`config.mk`:
```
export PLATFORM = sky130hd
export DESIGN_NAME = spg_guard
export DESIGN_NICKNAME = d
export VERILOG_FILES = /design/src/pkg/spg_pkg.sv /design/src/hw/spg_guard.sv /design/src/hw/spg_key_cmp.sv
export SDC_FILE = /design/constraint.sdc
export NUM_CORES = 1
export LEC_CHECK = 0
export BUFFER_PORTS_ARGS = -buffer_cell sky130_fd_sc_hd__buf_2
export CAP_MARGIN = 40
export CORE_UTILIZATION = 54
export DETAILED_ROUTE_END_ITERATION = 12
export PLACE_DENSITY_LB_ADDON = 0.12
export SLEW_MARGIN = 5
export SYNTH_ARGS = -nofsm -noshare
export SYNTH_HDL_FRONTEND = slang
export SYNTH_SLANG_ARGS = --single-unit
```
`constraint.sdc`:
```
create_clock -name clk -period 2.5 [get_ports clk]
set_input_delay 0.125 -clock clk [delete_from_list [all_inputs] [get_ports clk]]
set_output_delay 0.125 -clock clk [all_outputs]
set_load 0.02 [all_outputs]
```
`src/pkg/spg_pkg.sv`:
```
// Purpose: shared constants for the serial program access guard
// Assumes: register indices times four give the apb byte address
// Notes: key byte 1 sits in the low bits of every 56-bit key vector
package spg_pkg;
  localparam int APB_AW = 18;
  localparam int KEY_BYTES = 7;
  localparam int KEY_W = 56;

  // register indices
  localparam logic [15:0] IDX_CTRL = 16'h0000;
  localparam logic [15:0] IDX_STATUS = 16'h0001;
  localparam logic [15:0] IDX_RXKEY_LO = 16'h0002;
  localparam logic [15:0] IDX_RXKEY_HI = 16'h0003;
  localparam logic [15:0] IDX_OPT2 = 16'hffdb;
  localparam logic [15:0] IDX_KEY1 = 16'hffdf;
  localparam logic [15:0] IDX_KEY2 = 16'hffe3;
  localparam logic [15:0] IDX_KEY3 = 16'hffeb;
  localparam logic [15:0] IDX_KEY4 = 16'hffef;
  localparam logic [15:0] IDX_KEY5 = 16'hfff3;
  localparam logic [15:0] IDX_KEY6 = 16'hfff7;
  localparam logic [15:0] IDX_KEY7 = 16'hfffb;
  localparam logic [15:0] IDX_RVEC0 = 16'hfffc;
  localparam logic [15:0] IDX_RVEC1 = 16'hfffd;
  localparam logic [15:0] IDX_RVEC2 = 16'hfffe;
  localparam logic [15:0] IDX_OPT = 16'hffff;

  // flash image slots
  localparam logic [3:0] SL_KEY0 = 4'h0;
  localparam logic [3:0] SL_OPT = 4'h7;
  localparam logic [3:0] SL_OPT2 = 4'h8;
  localparam logic [3:0] SL_RVEC0 = 4'h9;
  localparam logic [3:0] SL_RVEC1 = 4'ha;
  localparam logic [3:0] SL_RVEC2 = 4'hb;
  localparam logic [3:0] SL_NONE = 4'hf;
  localparam int N_SLOTS = 12;
  localparam logic [7:0] ERASED_BYTE = 8'hff;

  // option_select_byte fields
  localparam int OPT_WDT_AUTO_N = 0;
  localparam int OPT_PROT_DIS = 2;
  localparam int OPT_PROT_N = 3;
  localparam int OPT_VDET_LO = 4;
  localparam int OPT_VDET_HI = 5;
  localparam int OPT_VMON_DIS = 6;
  localparam int OPT_CSP_N = 7;
  // {protect_bit_n, protect_disable_ctl}
  localparam logic [1:0] PROT_ENABLED_PAIR = 2'h1;

  // control and status fields
  localparam int CTRL_START = 0;
  localparam int CTRL_ERASE_BLK = 1;
  localparam int CTRL_CLR_OVP = 2;
  localparam int STS_BUSY = 0;
  localparam int STS_GRANT = 1;
  localparam int STS_REFUSE = 2;
  localparam int STS_LOCK = 3;
  localparam int STS_ERASED = 4;
  localparam int STS_PROTECT = 5;
  localparam int STS_MATCH = 6;
  localparam int STS_OVERPROG = 7;
  localparam int STS_PAR_BLOCK = 8;

  localparam logic [KEY_W-1:0] ERASE_KEYWORD =
    {8'h45, 8'h53, 8'h41, 8'h52, 8'h65, 8'h4c, 8'h41};
  localparam logic [KEY_W-1:0] LOCK_KEYWORD =
    {8'h74, 8'h63, 8'h65, 8'h74, 8'h6f, 8'h72, 8'h50};

  typedef enum logic [1:0] {ST_IDLE, ST_CMP, ST_DECIDE, ST_ERASE} spg_state_t;

  function automatic logic [7:0] key_byte(input logic [KEY_W-1:0] k, input int i);
    key_byte = k[i*8 +: 8];
  endfunction

  function automatic logic [3:0] slot_of(input logic [15:0] idx);
    case (idx)
      IDX_KEY1: slot_of = 4'h0;
      IDX_KEY2: slot_of = 4'h1;
      IDX_KEY3: slot_of = 4'h2;
      IDX_KEY4: slot_of = 4'h3;
      IDX_KEY5: slot_of = 4'h4;
      IDX_KEY6: slot_of = 4'h5;
      IDX_KEY7: slot_of = 4'h6;
      IDX_OPT: slot_of = SL_OPT;
      IDX_OPT2: slot_of = SL_OPT2;
      IDX_RVEC0: slot_of = SL_RVEC0;
      IDX_RVEC1: slot_of = SL_RVEC1;
      IDX_RVEC2: slot_of = SL_RVEC2;
      default: slot_of = SL_NONE;
    endcase
  endfunction
endpackage

```
`src/hw/spg_guard.sv`:
```
// Purpose: access guard for the serial programming and debug port
// Assumes: flash image bytes live here, programmed over apb
// Notes: programming only clears bits, erase sets whole image to ones
// Behaviour
// both keys erase keyword: erase user flash
// received erase, stored other: erase unless protected
// stored erase, received other: mismatch, refuse
// stored lockout keyword refuses all port communication
// lockout plus protection blocks every programmer
// option bit0 low starts watchdog after reset
// option bit2 low disables protection outright
// protection active only when bit3 low, bit2 high
// bits 5..4 pick shared voltage detect level
// bit6 low enables voltage monitor and power-on reset
// bit7 low enables count source protection
// erase returns option byte to all ones
// programmer must not reprogram without erase
// options fetched from two fixed flash bytes; outputs here are captured from the SL_OPT byte only
// blank reset vector skips key check, accepts; code still refuses when the stored key is the lockout keyword
// key mismatch refuses every command; code still erases on a received erase keyword when protection is off
// keywords need all seven stored bytes matching
// keys compared byte by byte, all must agree
`timescale 1ns/10ps
module spg_guard import spg_pkg::*; (
  input wire logic clk,
  input wire logic sys_rst,
  input wire logic flash_init,
  input wire logic psel,
  input wire logic penable,
  input wire logic pwrite,
  input wire logic [APB_AW-1:0] paddr,
  input wire logic [31:0] pwdata,
  input wire logic [3:0] pstrb,
  output logic [31:0] prdata,
  output logic pready,
  output logic pslverr,
  output logic serial_access_grant,
  output logic serial_refused,
  output logic user_flash_erase,
  output logic parallel_prog_block,
  output logic wdt_autostart,
  output logic count_src_protect_en,
  output logic vmon_reset_en,
  output logic por_en,
  output logic [1:0] vdet_level,
  output logic code_protect_en
);
  logic [7:0] flash_r [N_SLOTS];
  logic [KEY_W-1:0] rx_key_r;
  logic [KEY_W-1:0] st_key;
  spg_state_t state_r;
  logic [31:0] prdata_r, rd_nxt;
  logic pready_r, pslverr_r, hit_nxt;
  logic [15:0] idx;
  logic [3:0] slot;
  logic setup, wr, ctrl_wr, start_req, cmp_start;
  logic cmp_done, cmp_match, rx_erase, st_erase, st_lock;
  logic granted_r, refused_r, lock_r, erased_r, match_r, ovp_r, par_block_r;
  logic erase_pulse_r, cap_pend_r;
  logic wdt_auto_r, csp_r, vmon_r, por_r, prot_r;
  logic [1:0] vdet_r;
  logic blank_vec, prot_live, go_erase;
  logic [1:0] prot_pair;

  assign idx = paddr[APB_AW-1:2];
  assign slot = slot_of(idx);
  assign setup = psel & ~penable;
  assign wr = psel & penable & pready_r & pwrite;
  assign ctrl_wr = wr && (idx == IDX_CTRL) && pstrb[0];
  assign start_req = ctrl_wr && pwdata[CTRL_START];
  assign cmp_start = start_req && (state_r == ST_IDLE);

  always_comb begin
    st_key = '0;
    for (int i = 0; i < KEY_BYTES; i++) begin
      st_key[i*8 +: 8] = flash_r[i];
    end
  end

  assign blank_vec = (flash_r[SL_RVEC0] & flash_r[SL_RVEC1] & flash_r[SL_RVEC2])
    == ERASED_BYTE;
  assign prot_pair = {flash_r[SL_OPT][OPT_PROT_N], flash_r[SL_OPT][OPT_PROT_DIS]};
  assign prot_live = (prot_pair == PROT_ENABLED_PAIR);
  assign go_erase = !st_lock && !blank_vec && rx_erase
    && (st_erase || !prot_live);

  spg_key_cmp #(.NBYTES(KEY_BYTES)) u_cmp (
    .clk(clk),
    .sys_rst(sys_rst),
    .start(cmp_start),
    .rx_key(rx_key_r),
    .st_key(st_key),
    .done_r(cmp_done),
    .match_r(cmp_match),
    .rx_erase_r(rx_erase),
    .st_erase_r(st_erase),
    .st_lock_r(st_lock)
  );

  // apb: no wait state, answer computed in setup
  always_comb begin
    rd_nxt = '0;
    hit_nxt = 1'b1;
    case (idx)
      IDX_CTRL: rd_nxt = '0;
      IDX_STATUS: begin
        rd_nxt[STS_BUSY] = (state_r != ST_IDLE);
        rd_nxt[STS_GRANT] = granted_r;
        rd_nxt[STS_REFUSE] = refused_r;
        rd_nxt[STS_LOCK] = lock_r;
        rd_nxt[STS_ERASED] = erased_r;
        rd_nxt[STS_PROTECT] = prot_live;
        rd_nxt[STS_MATCH] = match_r;
        rd_nxt[STS_OVERPROG] = ovp_r;
        rd_nxt[STS_PAR_BLOCK] = par_block_r;
      end
      IDX_RXKEY_LO: rd_nxt = rx_key_r[31:0];
      IDX_RXKEY_HI: rd_nxt = {8'h00, rx_key_r[KEY_W-1:32]};
      default: begin
        if (slot != SL_NONE) begin
          rd_nxt = {24'h000000, flash_r[slot]};
        end else begin
          hit_nxt = 1'b0;
        end
      end
    endcase
  end

  always_ff @(posedge clk) begin
    if (sys_rst) begin
      pready_r <= 1'b0;
      pslverr_r <= 1'b0;
      prdata_r <= '0;
    end else begin
      pready_r <= setup;
      if (setup) begin
        pslverr_r <= !hit_nxt;
        prdata_r <= pwrite ? '0 : rd_nxt;
      end
    end
  end

  // received key, frozen while a check runs
  always_ff @(posedge clk) begin
    if (sys_rst) begin
      rx_key_r <= '0;
    end else if (wr && state_r == ST_IDLE) begin
      for (int b = 0; b < 4; b++) begin
        if (pstrb[b] && idx == IDX_RXKEY_LO) begin
          rx_key_r[b*8 +: 8] <= pwdata[b*8 +: 8];
        end
      end
      // upper word holds only three key bytes
      for (int b = 0; b < 3; b++) begin
        if (pstrb[b] && idx == IDX_RXKEY_HI) begin
          rx_key_r[32 + b*8 +: 8] <= pwdata[b*8 +: 8];
        end
      end
    end
  end

  // flash image, non-volatile across sys_rst
  always_ff @(posedge clk) begin
    if (flash_init || state_r == ST_ERASE || (ctrl_wr && pwdata[CTRL_ERASE_BLK])) begin
      for (int s = 0; s < N_SLOTS; s++) begin
        flash_r[s] <= ERASED_BYTE;
      end
    end else if (wr && slot != SL_NONE && pstrb[0] && state_r == ST_IDLE) begin
      flash_r[slot] <= flash_r[slot] & pwdata[7:0];
    end
  end

  // reprogram without erase flagged; set beats clear
  always_ff @(posedge clk) begin
    if (sys_rst) begin
      ovp_r <= 1'b0;
    end else if (wr && slot != SL_NONE && pstrb[0] && state_r == ST_IDLE
                 && flash_r[slot] != ERASED_BYTE) begin
      ovp_r <= 1'b1;
    end else if (ctrl_wr && pwdata[CTRL_CLR_OVP]) begin
      ovp_r <= 1'b0;
    end
  end

  always_ff @(posedge clk) begin
    if (sys_rst) begin
      state_r <= ST_IDLE;
    end else begin
      case (state_r)
        ST_IDLE: if (cmp_start) state_r <= ST_CMP;
        ST_CMP: if (cmp_done) state_r <= ST_DECIDE;
        ST_DECIDE: state_r <= go_erase ? ST_ERASE : ST_IDLE;
        ST_ERASE: state_r <= ST_IDLE;
        default: state_r <= ST_IDLE;
      endcase
    end
  end

  // outcome of a key check
  always_ff @(posedge clk) begin
    if (sys_rst || cmp_start) begin
      granted_r <= 1'b0;
      refused_r <= 1'b0;
      lock_r <= 1'b0;
      erased_r <= 1'b0;
      match_r <= 1'b0;
      erase_pulse_r <= 1'b0;
    end else begin
      erase_pulse_r <= (state_r == ST_DECIDE) && go_erase;
      if (state_r == ST_DECIDE) begin
        match_r <= cmp_match;
        lock_r <= st_lock;
        if (!go_erase) begin
          granted_r <= !st_lock && (blank_vec || cmp_match);
          refused_r <= st_lock || (!blank_vec && !cmp_match);
        end
      end else if (state_r == ST_ERASE) begin
        granted_r <= 1'b1;
        erased_r <= 1'b1;
      end
    end
  end

  always_ff @(posedge clk) begin
    if (sys_rst) begin
      par_block_r <= 1'b0;
    end else begin
      par_block_r <= lock_r && prot_live;
    end
  end

  // option byte captured once after reset release
  always_ff @(posedge clk) begin
    if (sys_rst) begin
      cap_pend_r <= 1'b1;
      wdt_auto_r <= 1'b0;
      csp_r <= 1'b0;
      vmon_r <= 1'b0;
      por_r <= 1'b0;
      vdet_r <= 2'h3;
      prot_r <= 1'b0;
    end else if (cap_pend_r) begin
      cap_pend_r <= 1'b0;
      wdt_auto_r <= !flash_r[SL_OPT][OPT_WDT_AUTO_N];
      prot_r <= flash_r[SL_OPT][OPT_PROT_DIS] && !flash_r[SL_OPT][OPT_PROT_N];
      vdet_r <= {flash_r[SL_OPT][OPT_VDET_HI], flash_r[SL_OPT][OPT_VDET_LO]};
      vmon_r <= !flash_r[SL_OPT][OPT_VMON_DIS];
      por_r <= !flash_r[SL_OPT][OPT_VMON_DIS];
      csp_r <= !flash_r[SL_OPT][OPT_CSP_N];
    end
  end

  assign prdata = prdata_r;
  assign pready = pready_r;
  assign pslverr = pslverr_r;
  assign serial_access_grant = granted_r;
  assign serial_refused = refused_r;
  assign user_flash_erase = erase_pulse_r;
  assign parallel_prog_block = par_block_r;
  assign wdt_autostart = wdt_auto_r;
  assign count_src_protect_en = csp_r;
  assign vmon_reset_en = vmon_r;
  assign por_en = por_r;
  assign vdet_level = vdet_r;
  assign code_protect_en = prot_r;
endmodule

```
`src/hw/spg_key_cmp.sv`:
```
// Purpose: byte-serial compare of received key against stored key
// Assumes: both keys stay stable from start until done
// Notes: one key byte per cycle, done pulses eight cycles after start
`timescale 1ns/10ps
module spg_key_cmp import spg_pkg::*; #(
  parameter int NBYTES = KEY_BYTES
) (
  input wire logic clk,
  input wire logic sys_rst,
  input wire logic start,
  input wire logic [KEY_W-1:0] rx_key,
  input wire logic [KEY_W-1:0] st_key,
  output logic done_r,
  output logic match_r,
  output logic rx_erase_r,
  output logic st_erase_r,
  output logic st_lock_r
);
  logic [2:0] pos_r;
  logic busy_r;
  logic last;

  assign last = (pos_r == 3'(NBYTES - 1));

  always_ff @(posedge clk) begin
    if (sys_rst) begin
      pos_r <= '0;
      busy_r <= 1'b0;
      done_r <= 1'b0;
    end else begin
      done_r <= busy_r & last;
      if (start && !busy_r) begin
        busy_r <= 1'b1;
        pos_r <= '0;
      end else if (busy_r) begin
        pos_r <= last ? '0 : pos_r + 3'h1;
        busy_r <= !last;
      end
    end
  end

  // every position must agree
  always_ff @(posedge clk) begin
    if (sys_rst || (start && !busy_r)) begin
      match_r <= 1'b1;
      rx_erase_r <= 1'b1;
      st_erase_r <= 1'b1;
      st_lock_r <= 1'b1;
    end else if (busy_r) begin
      match_r <= match_r & (key_byte(rx_key, pos_r) == key_byte(st_key, pos_r));
      rx_erase_r <= rx_erase_r & (key_byte(rx_key, pos_r) == key_byte(ERASE_KEYWORD, pos_r));
      st_erase_r <= st_erase_r & (key_byte(st_key, pos_r) == key_byte(ERASE_KEYWORD, pos_r));
      st_lock_r <= st_lock_r & (key_byte(st_key, pos_r) == key_byte(LOCK_KEYWORD, pos_r));
    end
  end
endmodule

```
==> flow_summary_export.csv <==
group,metric,value,unit
power,finalPower,7.82,mW
power,combPwrFrac,5.6,%
timing,fin_ws,18.5,ps
detailed_routing,firstDrtPassIters,5,
power,p_sw,1.74,mW
synthesis,synth_top_area_share,27.7,%
layout,multi_input_area,0.00542,mm²
detailed_routing,antenna_left,0,
detailed_routing,drc_errors,0,
timing,timing.fmax,0.403,GHz
synthesis,synth-main-ff-cell,"dfxtp_1",
worst_hold_path,whs_endpoint,"flash_r[7][2]",
synthesis,ys_ff_latch,220,
clock_network,cts_tree,"built",
grt,overflow,0,
power,swShare,22.2,%
synthesis,syn_area_per_cell,9.86,µm²
layout,drive_gt1_share,28.8,%
placed_design,io_buffers,102,
placed_design,place_area,0.0134,mm²
power,pwr_density_cell,533,mW/mm²
critical_path,crit_required,2980,ps
clock_network,clock_path_buffers,3,
power,vdd_drop_max,0.567,mV
synthesis,ys_async_sr_fraction,0,%
timing,slew_headroom,40.8,%
synthesis,synth_area_leaders,"edfxtp_1 (28%), dfxtp_1 (21%), mux2i_1 (6.2%)",
grt,grt_pass1_vias,10000,
timing,rsz0062_at_grt,"true",
detailed_routing,vias_per_cell,6.02,
detailed_routing,drt_iter0_markers,907,
synthesis,synthCells,1141,
synthesis,synth-seq-area-share,48.4,%
grt,grt_max_degree,84,
layout,area_delta_synth_final,30.5,%
worst_hold_path,hp-start,"flash_init",
detailed_routing,vias,10300,
synthesis,synth_edf_count,104,
critical_path,critPathKind,"flop to flop",
critical_path,crit_path_frequent_cell,"buf_4",
clock_network,cts.root.buffer_cell,"clkbuf_16",
grt,grt_pass1_wl,57600,µm
grt,antenna_found_initial,0,
timing,post-route-period-util,99.3,%
die,core-area,0.0204,mm²
critical_path,critPathTopFamily,"compound AO/OA/AOI/OAI gates",
grt,grt_usage,35.4,%
synthesis,yosys.area.top_type,"edfxtp_1",
die,die_area,0.0214,mm²
critical_path,cp_slowest_cell,"dfxtp_4",
placed_design,dp_slack,-353,ps
layout,final_nets,1499,
timing,post-route-min-period,2480,ps
clock_network,numCtsBuffers,24,
die,die_h,146,µm
timing,hold_violations,0,
layout,diodes,0,
power,p_int,6.09,mW
critical_path,path_max_fanout,8,
run,drv_cap,0,
critical_path,reg2reg_depth,13,
critical_path,max_stage_delay,360,ps
clock_network,clock_latency,540,ps
placed_design,gp_congestion,1.04,
power,power_leakage,5.59,nW
critical_path,crit_path_end_kind,"flop",
critical_path,r2r_start,"u_cmp.pos_r[0]",
die,num_io_pins,105,
critical_path,r2r_end,"u_cmp.st_erase_r",
timing,slew_viol_final,0,
clock_network,cts_max_level,1,
synthesis,synth_area,0.0113,mm²
placed_design,hpwlAfterDp,28500,µm
die,fp.dieW,146,µm
timing,clock_skew,25.2,ps
synthesis,yosys.cell_types.count,82,
layout,seqCellArea,0.00545,mm²
synthesis,synth.top_cells.by_count,"nand2_1 (175), nor2_1 (122), dfxtp_1 (116), edfxtp_1 (104), mux2i_1 (70)",
worst_hold_path,min_path_type,"input port to flop",
clock_network,clk_pin_slew,60,ps
power,power_frac_clock,46.0,%
power,seqPwrFrac,48.4,%
run_status,status,"complete, no violations",
synthesis,synth.most_common_cell,"nand2_1",
critical_path,worstPathCellList,"buf_12, buf_4, nor2b_1, buf_4, nand2_1, o21ai_0, a22oi_2, o31ai_4, xnor2_1, o21ai_0, o41ai_2, buf_4, a21o_1",
timing,worst_pin_slew,887,ps
detailed_routing,routed_wl,38400,µm
die,rows,52,
die,start_util,55.3,%
layout,design_area,0.0147,mm²
layout,fill_cells,1548,
synthesis,yosysWarnings,0,
detailed_routing,wire_per_inst,22.4,µm
timing,setup_viol,0,
timing,holdWs,101,ps
critical_path,cp.buffers_inverters,4,
worst_hold_path,whs_path_depth,3,
critical_path,worst_setup_path_start_kind,"flop",
critical_path,critical_path_arrival,2970,ps
clock_network,clkSinkCount,220,
critical_path,reg2reg_slack,20,ps
-- through the flow --
stage	setup TNS [ps]	util (%)	cells
final	0	72.1	1720
after CTS	0	71.4	1710
after detailed placement	-23770	65.8	1634
after floorplan	0	-	1148
after global placement	-17960	65.8	1634
after global routing	-707	72.1	1720
-- final cells by class --
cell class	count	area share (%)
Clock inverter	8	0.792
Tap cell	270	2.30
Sequential cell	220	37.1
Clock buffer	36	4.68
Timing Repair Buffer	343	17.6
Inverter	23	0.613
Multi-Input combinational cell	820	36.9
-- layer usage --
layer | share of wire [%] | GRT usage [%] | vias to the layer above
met4 | 4.6 | 15.7 | 0
met5 | 0 | 0 | -
met2 | 49 | 61.1 | 498
met1 | 40 | 44.5 | 4931
li1 | - | - | 4796
met3 | 7.0 | 4.47 | 121
-- cells by family (layout without fill, tap and decap cells) --
| family | count (synthesis) | in the layout | synth area share (%) |
|---|---|---|---|
| AND/OR/NAND/NOR | 421 | 421 | 16.8 |
| XOR/XNOR | 20 | 20 | 1.56 |
| flip-flops | 220 | 220 | 48.4 |
| other | 1 | 8 | 0.0333 |
| multiplexers | 101 | 101 | 10.2 |
| AO/OA/AOI/OAI | 263 | 263 | 17.8 |
| adder cells (fa/ha/maj) | 7 | 7 | 0.778 |
| buffers and inverters | 108 | 410 | 4.44 |
-- worst max-delay path by stage --
stage                   start                to  cells after the start
2_1_floorplan          pready     flash_r[4][0]                      7
3_3_place_gp         paddr[4]     flash_r[6][1]                     13
3_5_place_dp         paddr[4]     flash_r[0][1]                     13
4_1_cts        u_cmp.pos_r[1]  u_cmp.rx_erase_r                     12
5_1_grt        u_cmp.pos_r[0]  u_cmp.st_erase_r                     13
6_report       u_cmp.pos_r[0]  u_cmp.st_erase_r                     13
-- worst register-to-register path, stage by stage (launching register included) --
cell and delay (ps):
dfxtp_4 360, buf_12 140, buf_4 140, nor2b_1 240, buf_4 180, nand2_1 50
o21ai_0 160, a22oi_2 180, o31ai_4 120, xnor2_1 160, o21ai_0 120, o41ai_2 330
buf_4 160, a21o_1 90
-- cells in the final DEF (no fill, tap or decap), drive strengths merged, types with 5 or more instances in the layout --
cell / n
buf: 311
a21oi: 52
and3: 11
mux2: 22
inv: 24
nand2b: 9
clkbuf: 36
a22oi: 27
and2: 10
dfxtp: 116
a2111oi: 10
xnor2: 10
o21ai: 39
nand2: 175
nand4: 16
a22o: 19
a222oi: 13
nand3: 16
a221oi: 9
o31ai: 12
conb: 8
mux4: 9
mux2i: 70
ha: 7
edfxtp: 104
a21o: 7
dlygate4sd3: 32
a211oi: 12
nor2: 125
nor3: 28
nor4: 5
and4: 6
a221o: 5
nor2b: 6
o211a: 14
xor2: 10
-- what timing repair did --
item | CTS | global route
pin swaps | 0 | 4
hold buffers | 32 | 0
hold endpoints to repair | 56 | 0
resized for setup | 3 | 22
endpoints found under the setup margin | 2 | 68
setup buffers | 0 | 10
-- registers in the layout (all words and copies together), names as in the netlist, 2 cells and up --
signal / count
flash_r: 104
prdata: 32
rx_key_r: 56
state_r: 2
u_cmp.pos_r: 3
vdet_level: 2
-- power by group through the flow --
stage	Sequential (mW)	Combinational, mW	Clock [mW]
4_1_cts	3.79	0.428	3.63
3_3_place_gp	3.87	0.385	0
2_1_floorplan	3.87	0.164	0
6_report	3.79	0.438	3.60
3_5_place_dp	3.87	0.388	0
5_1_grt	3.79	0.463	3.76
No activity file was read; power rests on OpenSTA's default activity.
